--- src/shared/ccr_pkg.sv ---
// constants shared by the clock gate and synthesizer output route block
package ccr_pkg;
  // register byte offsets
  localparam logic [7:0] REG_CTRL = 8'h00;
  localparam logic [7:0] REG_REFSEL = 8'h04;
  localparam logic [7:0] REG_NDIV = 8'h08;
  localparam logic [7:0] REG_MDIV = 8'h0c;
  localparam logic [7:0] REG_CDIV0 = 8'h10;
  localparam logic [7:0] REG_STEP = 8'h04;
  localparam logic [7:0] REG_NETCFG = 8'h2c;
  localparam logic [7:0] REG_EXTCFG = 8'h30;
  localparam logic [7:0] REG_STATUS = 8'h34;
  // synthesizer figures
  localparam int NUM_CNT = 7;
  localparam int DIV_W = 10;
  localparam int CNT_W = 9;
  localparam int PHASE_W = 3;
  localparam int SRC_W = 4;
  localparam logic [DIV_W-1:0] DIV_MIN = 10'h001;
  localparam logic [DIV_W-1:0] DIV_MAX = 10'h200;
  localparam logic [DIV_W-1:0] DIV_RST = 10'h001;
  localparam logic [PHASE_W-1:0] OSC_LAST = 3'h7;
  localparam logic [SRC_W-1:0] SRC_PIN0 = 4'h8;
  // field positions
  localparam int CTRL_LOCK_BIT = 0;
  localparam int REF_KIND_LSB = 0;
  localparam int REF_IDX_LSB = 2;
  localparam int CDIV_DIV_LSB = 0;
  localparam int CDIV_PHASE_LSB = 16;
  localparam int NET_FIELD_W = 5;
  localparam int NET_BYPASS_POS = 4;
  localparam int EXT_SRC_LSB = 0;
  localparam int EXT_USE_BIT = 3;
  localparam int EXT_DIFF_BIT = 4;
  localparam int EXT_PAIR_LSB = 5;
  localparam int EXT_INVP_BIT = 7;
  localparam int EXT_INVN_BIT = 8;
  localparam int ST_LOCK_BIT = 0;
  localparam int ST_FB_BIT = 1;
  localparam int ST_REFDIV_BIT = 2;
  localparam int ST_EXTEN_BIT = 3;
  localparam int ST_NETEN_LSB = 4;
  // reference source kinds
  localparam logic [1:0] REF_PIN = 2'h0;
  localparam logic [1:0] REF_NET = 2'h1;
  localparam logic [1:0] REF_NEIGHBOUR = 2'h2;
endpackage

--- src/hw/ccr_top.sv ---
// clock network gates and synthesizer output routing behind an ahb-lite slave
//
// The register addresses and the AHB-Lite interface to the registers were left to the implementer.
`timescale 1ns/10ps
module ccr_top
  import ccr_pkg::*;
#(
  parameter int unsigned NUM_NET = 4,
  parameter int unsigned NUM_PAIRS = 3
)
(
  // clock and reset
  input wire logic hclk,
  input wire logic hresetn,
  // ahb-lite slave
  input wire logic hsel,
  input wire logic [31:0] haddr,
  input wire logic [1:0] htrans,
  input wire logic hwrite,
  input wire logic [2:0] hsize,
  input wire logic [31:0] hwdata,
  input wire logic hready,
  output logic hreadyout,
  output logic hresp,
  output logic [31:0] hrdata,
  // reference sources
  input wire logic [3:0] ref_pin_clk,
  input wire logic neighbour_in,
  output logic synth_cascade_out,
  // network gates
  input wire logic [NUM_NET-1:0] net_clkena,
  output logic [NUM_NET-1:0] global_clock_network,
  // external clock output gate
  input wire logic ext_clkena,
  // external clock pins, two-way when used as user i/o
  input wire logic [NUM_PAIRS-1:0] ext_clock_in_pos,
  input wire logic [NUM_PAIRS-1:0] ext_clock_in_neg,
  output logic [NUM_PAIRS-1:0] ext_clock_out_pos,
  output logic [NUM_PAIRS-1:0] ext_clock_out_pos_oe,
  output logic [NUM_PAIRS-1:0] ext_clock_out_neg,
  output logic [NUM_PAIRS-1:0] ext_clock_out_neg_oe,
  // user i/o sharing those pins
  input wire logic [NUM_PAIRS-1:0] user_pos_out,
  input wire logic [NUM_PAIRS-1:0] user_pos_oe,
  input wire logic [NUM_PAIRS-1:0] user_neg_out,
  input wire logic [NUM_PAIRS-1:0] user_neg_oe,
  output logic [NUM_PAIRS-1:0] user_pos_in,
  output logic [NUM_PAIRS-1:0] user_neg_in
);

  if (NUM_NET < 1 || NUM_NET > 4)
  begin : g_chk_net
    $error("NUM_NET must lie in 1..4");
  end
  if (NUM_PAIRS < 1 || NUM_PAIRS > 4)
  begin : g_chk_pairs
    $error("NUM_PAIRS must lie in 1..4");
  end

  ////////////////////////////////////////////////////////////////////////////
  // state

  typedef struct packed {
    logic wr;
    logic [7:0] addr;
    logic [31:0] rdata;
    logic lock;
    logic [1:0] ref_kind;
    logic [1:0] ref_idx;
    logic [DIV_W-1:0] ndiv;
    logic [DIV_W-1:0] mdiv;
    logic [NUM_CNT-1:0][DIV_W-1:0] cdiv;
    logic [NUM_CNT-1:0][PHASE_W-1:0] cphase;
    logic [NUM_NET-1:0][SRC_W-1:0] net_src;
    logic [NUM_NET-1:0] net_bypass;
    logic [2:0] ext_src;
    logic ext_use;
    logic ext_diff;
    logic [1:0] ext_pair;
    logic ext_invp;
    logic ext_invn;
    logic [PHASE_W-1:0] osc_phase;
    logic [NUM_CNT:0][CNT_W-1:0] cnt;
    logic [NUM_CNT:0] wave;
    logic [CNT_W-1:0] ncnt;
    logic ref_prev;
    logic ref_div;
    logic [NUM_NET-1:0] net_s1;
    logic [NUM_NET-1:0] net_s2;
    logic [NUM_NET-1:0] net_prev;
    logic [NUM_NET-1:0] net_en;
    logic [NUM_NET-1:0] net_out;
    logic ext_s1;
    logic ext_s2;
    logic ext_prev;
    logic ext_en;
    logic ext_gated;
    logic [NUM_PAIRS-1:0] pos;
    logic [NUM_PAIRS-1:0] pos_oe;
    logic [NUM_PAIRS-1:0] neg;
    logic [NUM_PAIRS-1:0] neg_oe;
  } ccr_state_t;

  ccr_state_t s;
  ccr_state_t next_s;

  ////////////////////////////////////////////////////////////////////////////
  // next state

  always_comb
  begin
    logic [31:0] rd;
    logic [DIV_W-1:0] d;
    logic [PHASE_W-1:0] ph;
    logic [PHASE_W-1:0] sub;
    logic [CNT_W+PHASE_W-1:0] pos_in_period;
    logic src;
    logic ref_lvl;
    logic sel;
    logic clk_p;
    rd = 32'h0000_0000;
    d = DIV_RST;
    ph = '0;
    sub = '0;
    pos_in_period = '0;
    src = 1'b0;
    ref_lvl = 1'b0;
    sel = 1'b0;
    clk_p = 1'b0;
    next_s = s;

    // data phase of a write; config is frozen once locked
    if (s.wr)
    begin
      if (s.addr == REG_CTRL && hwdata[CTRL_LOCK_BIT])
        next_s.lock = 1'b1;
      if (!s.lock)
      begin
        if (s.addr == REG_REFSEL)
        begin
          next_s.ref_kind = hwdata[REF_KIND_LSB +: 2];
          next_s.ref_idx = hwdata[REF_IDX_LSB +: 2];
        end
        d = hwdata[CDIV_DIV_LSB +: DIV_W];
        // out-of-range divide values are dropped, old value kept
        if (d >= DIV_MIN && d <= DIV_MAX)
        begin
          if (s.addr == REG_NDIV)
            next_s.ndiv = d;
          if (s.addr == REG_MDIV)
            next_s.mdiv = d;
        end
        for (int i = 0; i < NUM_CNT; i++)
        begin
          if (s.addr == 8'(REG_CDIV0 + REG_STEP * 8'(i)))
          begin
            next_s.cphase[i] = hwdata[CDIV_PHASE_LSB +: PHASE_W];
            if (d >= DIV_MIN && d <= DIV_MAX)
              next_s.cdiv[i] = d;
          end
        end
        if (s.addr == REG_NETCFG)
        begin
          for (int i = 0; i < NUM_NET; i++)
          begin
            next_s.net_src[i] = hwdata[NET_FIELD_W*i +: SRC_W];
            next_s.net_bypass[i] = hwdata[NET_FIELD_W*i + NET_BYPASS_POS];
          end
        end
        if (s.addr == REG_EXTCFG)
        begin
          next_s.ext_src = hwdata[EXT_SRC_LSB +: 3];
          next_s.ext_use = hwdata[EXT_USE_BIT];
          next_s.ext_diff = hwdata[EXT_DIFF_BIT];
          next_s.ext_pair = hwdata[EXT_PAIR_LSB +: 2];
          next_s.ext_invp = hwdata[EXT_INVP_BIT];
          next_s.ext_invn = hwdata[EXT_INVN_BIT];
        end
      end
    end

    // address phase; read data is registered for the data phase
    next_s.wr = hsel && hready && htrans[1] && hwrite;
    next_s.addr = haddr[7:0];
    case (haddr[7:0])
      REG_CTRL: rd[CTRL_LOCK_BIT] = s.lock;
      REG_REFSEL:
      begin
        rd[REF_KIND_LSB +: 2] = s.ref_kind;
        rd[REF_IDX_LSB +: 2] = s.ref_idx;
      end
      REG_NDIV: rd[CDIV_DIV_LSB +: DIV_W] = s.ndiv;
      REG_MDIV: rd[CDIV_DIV_LSB +: DIV_W] = s.mdiv;
      REG_NETCFG:
        for (int i = 0; i < NUM_NET; i++)
        begin
          rd[NET_FIELD_W*i +: SRC_W] = s.net_src[i];
          rd[NET_FIELD_W*i + NET_BYPASS_POS] = s.net_bypass[i];
        end
      REG_EXTCFG:
      begin
        rd[EXT_SRC_LSB +: 3] = s.ext_src;
        rd[EXT_USE_BIT] = s.ext_use;
        rd[EXT_DIFF_BIT] = s.ext_diff;
        rd[EXT_PAIR_LSB +: 2] = s.ext_pair;
        rd[EXT_INVP_BIT] = s.ext_invp;
        rd[EXT_INVN_BIT] = s.ext_invn;
      end
      REG_STATUS:
      begin
        rd[ST_LOCK_BIT] = s.lock;
        rd[ST_FB_BIT] = s.wave[NUM_CNT];
        rd[ST_REFDIV_BIT] = s.ref_div;
        rd[ST_EXTEN_BIT] = s.ext_en;
        rd[ST_NETEN_LSB +: NUM_NET] = s.net_en;
      end
      default:
        for (int i = 0; i < NUM_CNT; i++)
        begin
          if (haddr[7:0] == 8'(REG_CDIV0 + REG_STEP * 8'(i)))
          begin
            rd[CDIV_DIV_LSB +: DIV_W] = s.cdiv[i];
            rd[CDIV_PHASE_LSB +: PHASE_W] = s.cphase[i];
          end
        end
    endcase
    if (hsel && hready && htrans[1] && !hwrite)
      next_s.rdata = rd;

    // oscillator: eight hclk cycles per period, one cycle per phase step
    next_s.osc_phase = s.osc_phase + 1'b1;
    // counters 0..6 are outputs, the last one is the feedback counter;
    // no enable input reaches them, so gating cannot upset the loop
    for (int k = 0; k <= NUM_CNT; k++)
    begin
      d = (k < NUM_CNT) ? s.cdiv[k % NUM_CNT] : s.mdiv;
      ph = (k < NUM_CNT) ? s.cphase[k % NUM_CNT] : '0;
      sub = PHASE_W'(s.osc_phase - ph);
      if (sub == OSC_LAST)
        next_s.cnt[k] = (s.cnt[k] >= CNT_W'(d - 1'b1)) ? '0 :
                        s.cnt[k] + 1'b1;
      pos_in_period = {s.cnt[k], sub};
      // period is 8*d cycles, high for the first half
      next_s.wave[k] = pos_in_period < {d, 2'b00};
    end

    // reference mux and divider
    case (s.ref_kind)
      REF_PIN: ref_lvl = ref_pin_clk[s.ref_idx];
      REF_NET: ref_lvl = (32'(s.ref_idx) < NUM_NET) ?
                         s.net_out[s.ref_idx] : 1'b0;
      REF_NEIGHBOUR: ref_lvl = neighbour_in;
      default: ref_lvl = 1'b0;
    endcase
    next_s.ref_prev = ref_lvl;
    if (ref_lvl && !s.ref_prev)
    begin
      if (s.ncnt >= CNT_W'(s.ndiv - 1'b1))
      begin
        next_s.ncnt = '0;
        next_s.ref_div = !s.ref_div;
      end
      else
        next_s.ncnt = s.ncnt + 1'b1;
    end

    // network gates; sources may be pins, so no synthesizer is needed
    next_s.net_s1 = net_clkena;
    next_s.net_s2 = s.net_s1;
    for (int i = 0; i < NUM_NET; i++)
    begin
      if (s.net_src[i] < SRC_PIN0)
        src = s.wave[s.net_src[i][2:0]];
      else
        src = ref_pin_clk[s.net_src[i][1:0]];
      next_s.net_prev[i] = src;
      // enable moves only as the clock falls, so no pulse is cut short
      if (s.net_prev[i] && !src)
        next_s.net_en[i] = s.net_bypass[i] ? net_clkena[i] :
                           s.net_s2[i];
      next_s.net_out[i] = src && next_s.net_en[i];
    end

    // external output gate: both enable stages always in use
    next_s.ext_s1 = ext_clkena;
    next_s.ext_s2 = s.ext_s1;
    src = s.wave[s.ext_src];
    next_s.ext_prev = src;
    if (s.ext_prev && !src)
      next_s.ext_en = s.ext_s2;
    next_s.ext_gated = src && next_s.ext_en;

    // pin routing; one selected counter may reach every pin,
    // but only one pair carries it at a time
    for (int p = 0; p < NUM_PAIRS; p++)
    begin
      sel = s.ext_use && (32'(s.ext_pair) == p);
      clk_p = s.ext_gated ^ s.ext_invp;
      next_s.pos[p] = sel ? clk_p : user_pos_out[p];
      next_s.pos_oe[p] = sel ? 1'b1 : user_pos_oe[p];
      if (sel && s.ext_diff)
      begin
        next_s.neg[p] = clk_p ^ s.ext_invn;
        next_s.neg_oe[p] = 1'b1;
      end
      else
      begin
        // single-ended leaves the negative pin to the user
        next_s.neg[p] = user_neg_out[p];
        next_s.neg_oe[p] = user_neg_oe[p];
      end
    end
  end

  ////////////////////////////////////////////////////////////////////////////
  // registers

  always_ff @(posedge hclk or negedge hresetn)
  begin
    if (!hresetn)
    begin
      s <= '0;
      s.ndiv <= DIV_RST;
      s.mdiv <= DIV_RST;
      s.cdiv <= {NUM_CNT{DIV_RST}};
    end
    else
      s <= next_s;
  end

  ////////////////////////////////////////////////////////////////////////////
  // outputs

  // zero wait states, always okay
  assign hreadyout = 1'b1;
  assign hresp = 1'b0;
  assign hrdata = s.rdata;
  assign synth_cascade_out = s.wave[0];
  assign global_clock_network = s.net_out;
  assign ext_clock_out_pos = s.pos;
  assign ext_clock_out_pos_oe = s.pos_oe;
  assign ext_clock_out_neg = s.neg;
  assign ext_clock_out_neg_oe = s.neg_oe;
  assign user_pos_in = ext_clock_in_pos;
  assign user_neg_in = ext_clock_in_neg;

endmodule

--- config.mk ---
export PLATFORM = sky130hd
export DESIGN_NAME = ccr_top
export DESIGN_NICKNAME = d
export VERILOG_FILES = /design/src/shared/ccr_pkg.sv /design/src/hw/ccr_top.sv
export SDC_FILE = /design/constraint.sdc
export NUM_CORES = 1
export LEC_CHECK = 0
export ABC_AREA = 1
export ABC_CLOCK_PERIOD_IN_PS = 6500
export BUFFER_PORTS_ARGS = -buffer_cell sky130_fd_sc_hd__buf_4
export CAP_MARGIN = 10
export CORE_UTILIZATION = 35
export CTS_BUF_LIST = sky130_fd_sc_hd__clkbuf_4 sky130_fd_sc_hd__clkbuf_8 sky130_fd_sc_hd__clkbuf_16
export DETAILED_ROUTE_END_ITERATION = 8
export GPL_ROUTABILITY_DRIVEN = 1
export GPL_TIMING_DRIVEN = 0
export HOLD_SLACK_MARGIN = 0.02
export SLEW_MARGIN = 0
export SYNTH_ARGS = -nofsm -noshare
export SYNTH_HDL_FRONTEND = slang
export SYNTH_SLANG_ARGS = --single-unit
--- constraint.sdc ---
create_clock -name hclk -period 6.5 [get_ports hclk]
set_input_delay 1.3 -clock hclk [delete_from_list [all_inputs] [get_ports hclk]]
set_output_delay 1.3 -clock hclk [all_outputs]
set_load 0.02 [all_outputs]
# == Word level (Yosys, flattened, before mapping) ==
# Cells that the tools add are included.
# totals
inputBits,102
elab_cells,299
out_inout_bits,57
regBits,305
# op_classes
n_mux,79
add_sub_neg,26
n_bitwise,3
n_eq_ne,37
n_reduce_logical,61
n_lt_le_gt_ge,33
# op_table
operator,count
$lt A12 B12 Y1,8
$eq A8 B6 Y1 const B,11
$add A9 B1 Y9 const B,9
$ge A9 B9 Y1,9
$mux W9,9
$sub A9 B1 Y9 const B,9
$mux W10,7
$eq A8 B5 Y1 const B,8
$mux W1,37
$reduce_and A4 Y1,9
$eq A8 B4 Y1 const B,4
$reduce_and A3 Y1,10
$eq A3 B3 Y1 const B,8
$pmux W4 S6,1
$logic_and A1 B1 Y1,23
$mux W3,7
$pmux W3 S7,1
$sub A3 B3 Y3,7
$lt A3 B4 Y1 const B,5
$eq A8 B3 Y1 const B,2
$logic_not A8 Y1,2
$lt A4 B4 Y1 const B,4
$bmux W1 S3,5
$lt A2 B3 Y1 const B,5
21 further kinds,39

# == Longest topological paths before layout ==
# Gate-level depths: netlist of the first run.
# logic_depth
depth_word,9
depth_mapped,15
mapped_depth_nobuf,15

# == Worst setup path after synthesis of the first run ==
# No wires, ideal clock.
# synth_path
path_kind,input-to-output
start,input port ext_clock_in_neg[0]
end,output port user_neg_in[0]
path_buffers,1
required_time_ps,5200
arrival_ps,1434
setup_slack_ps,3766
path_stages,1
cell_sequence,buf_4
# synth_lines
item,line,source
start: declaration,ccr_top.sv:37,"input wire logic [NUM_PAIRS-1:0] ext_clock_in_neg,"
end: declaration,ccr_top.sv:48,output logic [NUM_PAIRS-1:0] user_neg_in
# No word-level cell between the ends.

# == Worst setup path in the final report of the first run ==
# layout_path
start,input port hwdata[7]
end,register s[184] in the netlist's numbering
# layout_via
elab_chain_cells,3
word_cells_on_any_way,4
cone_classes,order compare: 2; reduce/logical: 2
# layout_lines
item,line,source
start: declaration,ccr_top.sv:21,"input wire logic [31:0] hwdata,"
$ge A10 B1 Y1 / $le A10 B10 Y1 (equally long branches),ccr_top.sv:158,if (d >= DIV_MIN && d <= DIV_MAX)
$logic_and A1 B1 Y1 (*),ccr_top.sv:158,
$reduce_and A4 Y1 (no line) (*),--,
end signal: assignment,ccr_top.sv:328,s <= next_s;
end: declaration,ccr_top.sv:104,ccr_state_t s;
# Mark *: on every way between the ends. The rest lies on a longest branch, timed or not.
# A chain may end at the register's enable or synchronous reset.

==> results of run 1 <==
-- power breakdown --
part	internal, mW	switching (mW)
Combinational	0.111	0.183
Clock	1.38	0.894
Sequential	1.93	0.0199
-- cell usage after synthesis (7+ instances only) --
cell / n
a21oi_1: 98
buf_2: 23
buf_4: 58
clkbuf_1: 34
dfrtp_1: 296
dfstp_2: 9
fa_1: 7
ha_1: 180
inv_1: 340
nand2_1: 574
nand3_1: 154
nand3b_1: 19
nand4_1: 76
nor2_1: 253
nor3_1: 53
o211ai_1: 13
o21a_1: 20
o21ai_0: 240
o221ai_1: 7
xnor2_1: 22
xor2_1: 101
-- critical path, cell delays in order --
cell and delay, ns:
buf_4 0.14, inv_1 0.54, nand3_1 0.18, nor3_2 0.24, nand2_1 0.09, o21ai_2 0.27, nand3_2 0.26, clkbuf_1 0.28
nand2_1 0.12, o21ai_0 0.11
-- state kept, by name, summed over array words and instances, names as in the netlist --
signal and flops:
ext_clock_out_neg 3, ext_clock_out_pos 3, ext_clock_out_neg_oe 3, synth_cascade_out 1, ext_clock_out_pos_oe 3, hrdata 20, next_s 5, s 263
global_clock_network 4
-- through the flow --
stage / std cells / hold WS [ns] / setup slack [ns] / total power, mW
global placement: 3482 / 0.334 / 1.29 / 2.28
global route: 3554 / 0.347 / 3.31 / 4.68
floorplan: 2628 / 0.331 / 3.77 / 2.12
finish: 3554 / 0.348 / 3.37 / 4.52
detailed placement: 3484 / 0.336 / 2.94 / 2.28
CTS: 3554 / 0.347 / 3.48 / 4.58
-- routing by layer --
layer / wire (um) / track usage, % / vias to the layer above
li1: - / - / 8795
met5: 9 / 0 / -
met1: 25800 / 26.2 / 8488
met2: 26400 / 32.3 / 551
met4: 2120 / 7.87 / 2
met3: 3770 / 3.66 / 120
-- logic make-up after synthesis --
logic type	count (synthesis)	synth area share, %
compound gates	395	10.5
xor+xnor	123	5.36
fa+ha+maj	187	11.9
buf+inv	457	9.76
flops	305	38.0
mux	4	0.205
other cells	2	0.0374
simple gates	1143	24.2
-- worst max path at each step --
| stage | start | slack (ns) | to | cells after the start |
|---|---|---|---|---|
| 3_3_place_gp | hresetn | 1.29 | s[112] | 1 |
| 4_1_cts | hwdata[7] | 3.48 | s[184] | 10 |
| 3_5_place_dp | hwdata[7] | 2.94 | s[184] | 10 |
| 6_report | hwdata[7] | 3.37 | s[184] | 10 |
| 5_1_grt | hwdata[6] | 3.31 | s[184] | 10 |
| 2_1_floorplan | ext_clock_in_neg[0] | 3.77 | user_neg_in[0] | 1 |
-- cell type report --
cell class                      instances  area share [%]
Inverter                              342            5.52
Clock inverter                         17            1.03
Clock buffer                           53            4.79
Tap cell                              756            4.07
Sequential cell                       305            32.9
Buffer                                115            2.92
Multi-Input combinational cell       1866            45.4
Timing Repair Buffer                  100            3.43
==> results.yml, run 1 <==
outcome:
  status: "complete, no violations"
die:
  rows: 87
  die_h_um: 242
  pin_count: 159
  dieArea_sq_mm: 0.0584
  dieWidth_um: 242
  start_util_pct: 35.5
  core-area_sq_mm: 0.0566
power:
  leakagePower_nw: 11.7
  power-per-cell-area_mw_per_mm2: 194
  ir_drop_mv: 0.171
place:
  hpwlAfterDp_um: 43500
  dpl_cell_area_sq_mm: 0.0219
  port_buffers: 98
  routabilityCongestion: 0.904
sta:
  tns_ns: 0
  report.final.hold_viol_count: 0
  setup_viol: 0
  skew_ns: 0.0145
  grt_setup_unrepaired: "no"
  finalCritPeriodShare_pct: 48.1
  min_period_ns: 3.13
  tightest_slew_ns: 1.06
  maxSlewViolCount: 0
  fmax_mhz: 320
  max_slew_margin_pct: 29.2
clock_tree:
  clkTransAtPathRegs_ns: 0.06
  cts_tree: "done"
  cts.sinks: 305
  postCtsHoldBufs: 0
  cts.path.max_buffers: 3
  root_buffer: "clkbuf_16"
  cts_setup_buffers: 0
  cts_buffers: 38
  htree_levels: 2
  clkLatencyLatePin_ns: 0.57
  cts_resized: 0
layout:
  fill_cells: 5740
  layout_common_cells: "nand2_1 (574), inv_1 (340), dfrtp_1 (296), nor2_1 (253), o21ai_0 (240)"
  final_common_cell: "nand2_1"
  regArea_sq_mm: 0.00764
  multi_input_area_sq_mm: 0.0105
  diodes: 0
  fin_area_sq_mm: 0.0232
  utilization_pct: 41.1
  nets: 3057
  drive_gt1_share_pct: 9.76
  syn_to_final_growth_pct: 15.6
routing:
  ant_nets: 0
  routed_wirelength_um: 58100
  wire_per_inst_um: 16.3
  drtIter0Drc: 1356
  drc: 0
  vias_per_cell: 5.05
  first_pass_iters: 5
  vias: 18000
worst_hold_path:
  worstHoldPathType: "reg -> reg"
  hold_path_end: "s[29]"
  whs_path_depth: 0
  hold_start: "next_s[29]"
yosys:
  ys.flop_type: "dfrtp_1"
  yosysSeqAreaShare_pct: 38.0
  synth_cell_types: 39
  netlist_top_cells_area: "dfrtp_1 (37%), ha_1 (11%), nand2_1 (11%)"
  yosys_warnings: 0
  ys_ff_latch: 305
  synth_area_sq_mm: 0.0201
  yosysTopAreaCell: "dfrtp_1"
  syn_inst: 2616
  ys_async_sr_fraction_pct: 100
  synth.avg_cell_area_sq_um: 7.68
  synth_edf_count: 0
  synth_top_area_share_pct: 36.8
critical_path:
  timing.reg2reg.setup_slack_ns: 3.65
  rr_worst_depth: 10
  critPathCaptureType: "flip-flop"
  path_class: "in -> reg"
  arrival_ns: 3.52
  rr_endpoint: "s[102]"
  start_kind: "primary input"
  crit_path_max_fanout: 10
  cp.required_ns: 6.90
  worst_r2r_startpoint: "s[128]"
global_routing:
  grt_first_pass_wirelength_um: 93400
  overflow: 0
  grt_start_max_net_pins: 120
  track_usage_pct: 19.9
  antenna_found_initial: 1
  first_global_vias: 17500
flow_run:
  drv_cap: 0
Note: power is estimated with default switching activity, not from simulation.
==> inputs of run 2 (changes only) <==
--- a/config.mk
+++ b/config.mk
@@ -6,7 +6,7 @@
 export NUM_CORES = 1
 export LEC_CHECK = 0
 export ABC_AREA = 1
-export ABC_CLOCK_PERIOD_IN_PS = 6500
+export ABC_CLOCK_PERIOD_IN_PS = 2790
 export BUFFER_PORTS_ARGS = -buffer_cell sky130_fd_sc_hd__buf_4
 export CAP_MARGIN = 10
 export CORE_UTILIZATION = 35
==> constraint.sdc (replaced) <==
create_clock -name hclk -period 2.79 [get_ports hclk]
set_input_delay 0.558 -clock hclk [delete_from_list [all_inputs] [get_ports hclk]]
set_output_delay 0.558 -clock hclk [all_outputs]
set_load 0.02 [all_outputs]
==> results.yml, run 2 (same netlist as run 1, synthesis figures left out) <==
layout:
  drive_gt1_share_pct: 10.6
  final_common_cell: "nand2_1"
  instances_no_fill: 3564
  layout_common_cells: "nand2_1 (574), inv_1 (333), dfrtp_1 (296), nor2_1 (252), o21ai_0 (240)"
  largest_reg_flops: 263
  syn_to_final_growth_pct: 16.2
  diodes: 0
  regMostFlops: "s"
  fin_area_sq_mm: 0.0234
  nets: 3067
  fill_cells: 5731
global_routing:
  grt_start_max_net_pins: 120
  grtUsageMet3_pct: 3.67
  grt_use_met1_pct: 26.2
  first_global_vias: 17500
  track_usage_pct: 19.9
  met2_usage_pct: 32.3
  grt_first_pass_wirelength_um: 93400
  top_usage_layer: "met2"
  overflow: 0
  antenna_found_initial: 1
critical_path:
  slowest_stage: "dfrtp_1"
  cpPeakStageDelay_ns: 0.41
  path_class: "reg -> reg"
  start_kind: "flip-flop"
  cp_top_family: "buffers and inverters"
  critPathCaptureType: "flip-flop"
  cp.required_ns: 3.27
  timing.reg2reg.setup_slack_ns: 0.18
  cpMostUsedCell: "inv_1"
  crit_path_max_fanout: 10
  crit_chain: "clkinvlp_4 -> ha_1 -> inv_1 -> fa_1 -> xor2_1 -> nand3b_1 -> inv_1 -> buf_2 -> nand3_1 -> o21ai_0"
  arrival_ns: 3.10
  critPathBufInv: 4
place:
  placedCellCount: 3484
  routabilityCongestion: 0.904
  hpwlAfterDp_um: 43500
  dpl_cell_area_sq_mm: 0.0219
  port_buffers: 98
sta:
  tightest_slew_ns: 1.05
  report.final.hold_viol_count: 0
  skew_ns: 0.0128
  tns_ns: 0
  max_slew_margin_pct: 30.0
  setup_viol: 0
  min_period_ns: 2.61
  maxSlewViolCount: 0
  fmax_mhz: 383
  finalCritPeriodShare_pct: 93.7
clock_tree:
  cts.path.max_buffers: 3
  root_buffer: "clkbuf_16"
  htree_levels: 2
  clkTransAtPathRegs_ns: 0.06
  cts_tree: "done"
  clkLatencyLatePin_ns: 0.57
  postCtsHoldBufs: 0
  cts_buffers: 38
  cts.sinks: 305
die:
  start_util_pct: 35.5
  dieWidth_um: 242
  dieArea_sq_mm: 0.0584
  die_h_um: 242
  pin_count: 159
  rows: 87
  core-area_sq_mm: 0.0566
worst_hold_path:
  worstHoldPathType: "in -> async"
power:
  p_seq_share_pct: 43.2
  ir_drop_mv: 0.397
  combPwrFrac_pct: 6.5
  power-per-cell-area_mw_per_mm2: 451
  swShare_pct: 24.3
  p_sw_mw: 2.56
  internal-power_mw: 7.97
  leakagePower_nw: 11.7
  p_clk_share_pct: 50.3
routing:
  first_pass_iters: 6
  routed_wirelength_um: 58200
  vias_per_cell: 5.04
  vias: 18000
  ant_nets: 0
  wire_per_inst_um: 16.3
  drc: 0
  drtIter0Drc: 1333
flow_run:
  drv_cap: 0
outcome:
  status: "complete, no violations"
[run 2: cell types whose count changed in the layout (fill, tap and decap cells not counted), sizes merged]
cell	before	now
buf	181	192
clkbuf	87	86
inv	343	339
clkinvlp	1	5
[run 2: worst register-to-register path, cell delays in order (launching register included)]
cell	delay, ns
dfrtp_1	0.41
clkinvlp_4	0.19
ha_1	0.20
inv_1	0.06
fa_1	0.39
xor2_1	0.37
nand3b_1	0.28
inv_1	0.21
buf_2	0.23
nand3_1	0.09
o21ai_0	0.08
[run 2: final timing paths]
path | from | to | cells after the start
min reg2reg | next_s[29] | s[29] | 0
max | s[128] | s[102] | 10
min | hresetn | s[125] | 1
min in group hclk | ext_clkena | next_s[15] | 1
max in group asynchronous | hresetn | hrdata[8] | 2
max reg2reg | s[128] | s[102] | 10
[run 2: timing repair]
action                     in CTS  in global routing
resized for setup               0                 17
setup endpoints to repair       2                 52
pin swaps                       1                  7
buffers inserted                1                  9
gates cloned                    0                  0
[run 2: stage by stage]
stage / hold WS, ns / worst slack, ns / util (%) / total power, mW
final: 0.00510 / 0.177 / 41.3 / 10.5
after CTS: 0.0665 / 0.00891 / 41.1 / 10.7
after global routing: 0.0736 / -0.00214 / 41.3 / 10.9
after detailed placement: 0.336 / -0.0305 / 38.7 / 5.32
after floorplan: 0.262 / 0.437 / - / 4.94
after global placement: 0.334 / -1.68 / 38.6 / 5.30
[run 2: area by class of cell]
| type | count | area, sq um | area share [%] |
|---|---|---|---|
| buffer | 115 | 679 | 2.91 |
| sequential | 305 | 7640 | 32.7 |
| clock buffer | 53 | 1110 | 4.77 |
| multi-input combinational | 1866 | 10600 | 45.2 |
| timing repair buffer | 110 | 873 | 3.74 |
| inverter | 342 | 1300 | 5.56 |
| clock inverter | 17 | 240 | 1.03 |
| tap | 756 | 946 | 4.05 |
[run 2: metal layers]
metal,share of wire [%],wire length (um),vias to the layer above
li1,-,-,8824
met5,0.015,9,-
met1,44,25900,8501
met2,46,26600,528
met3,6.4,3730,111
met4,3.5,2050,2
[run 2: power by group through the flow]
stage	clock network [mW]	registers (mW)	logic (mW)
2_1_floorplan	0	4.61	0.329
3_3_place_gp	0	4.63	0.670
3_5_place_dp	0	4.63	0.689
4_1_cts	5.42	4.55	0.690
5_1_grt	5.59	4.56	0.745
6_report	5.30	4.55	0.685
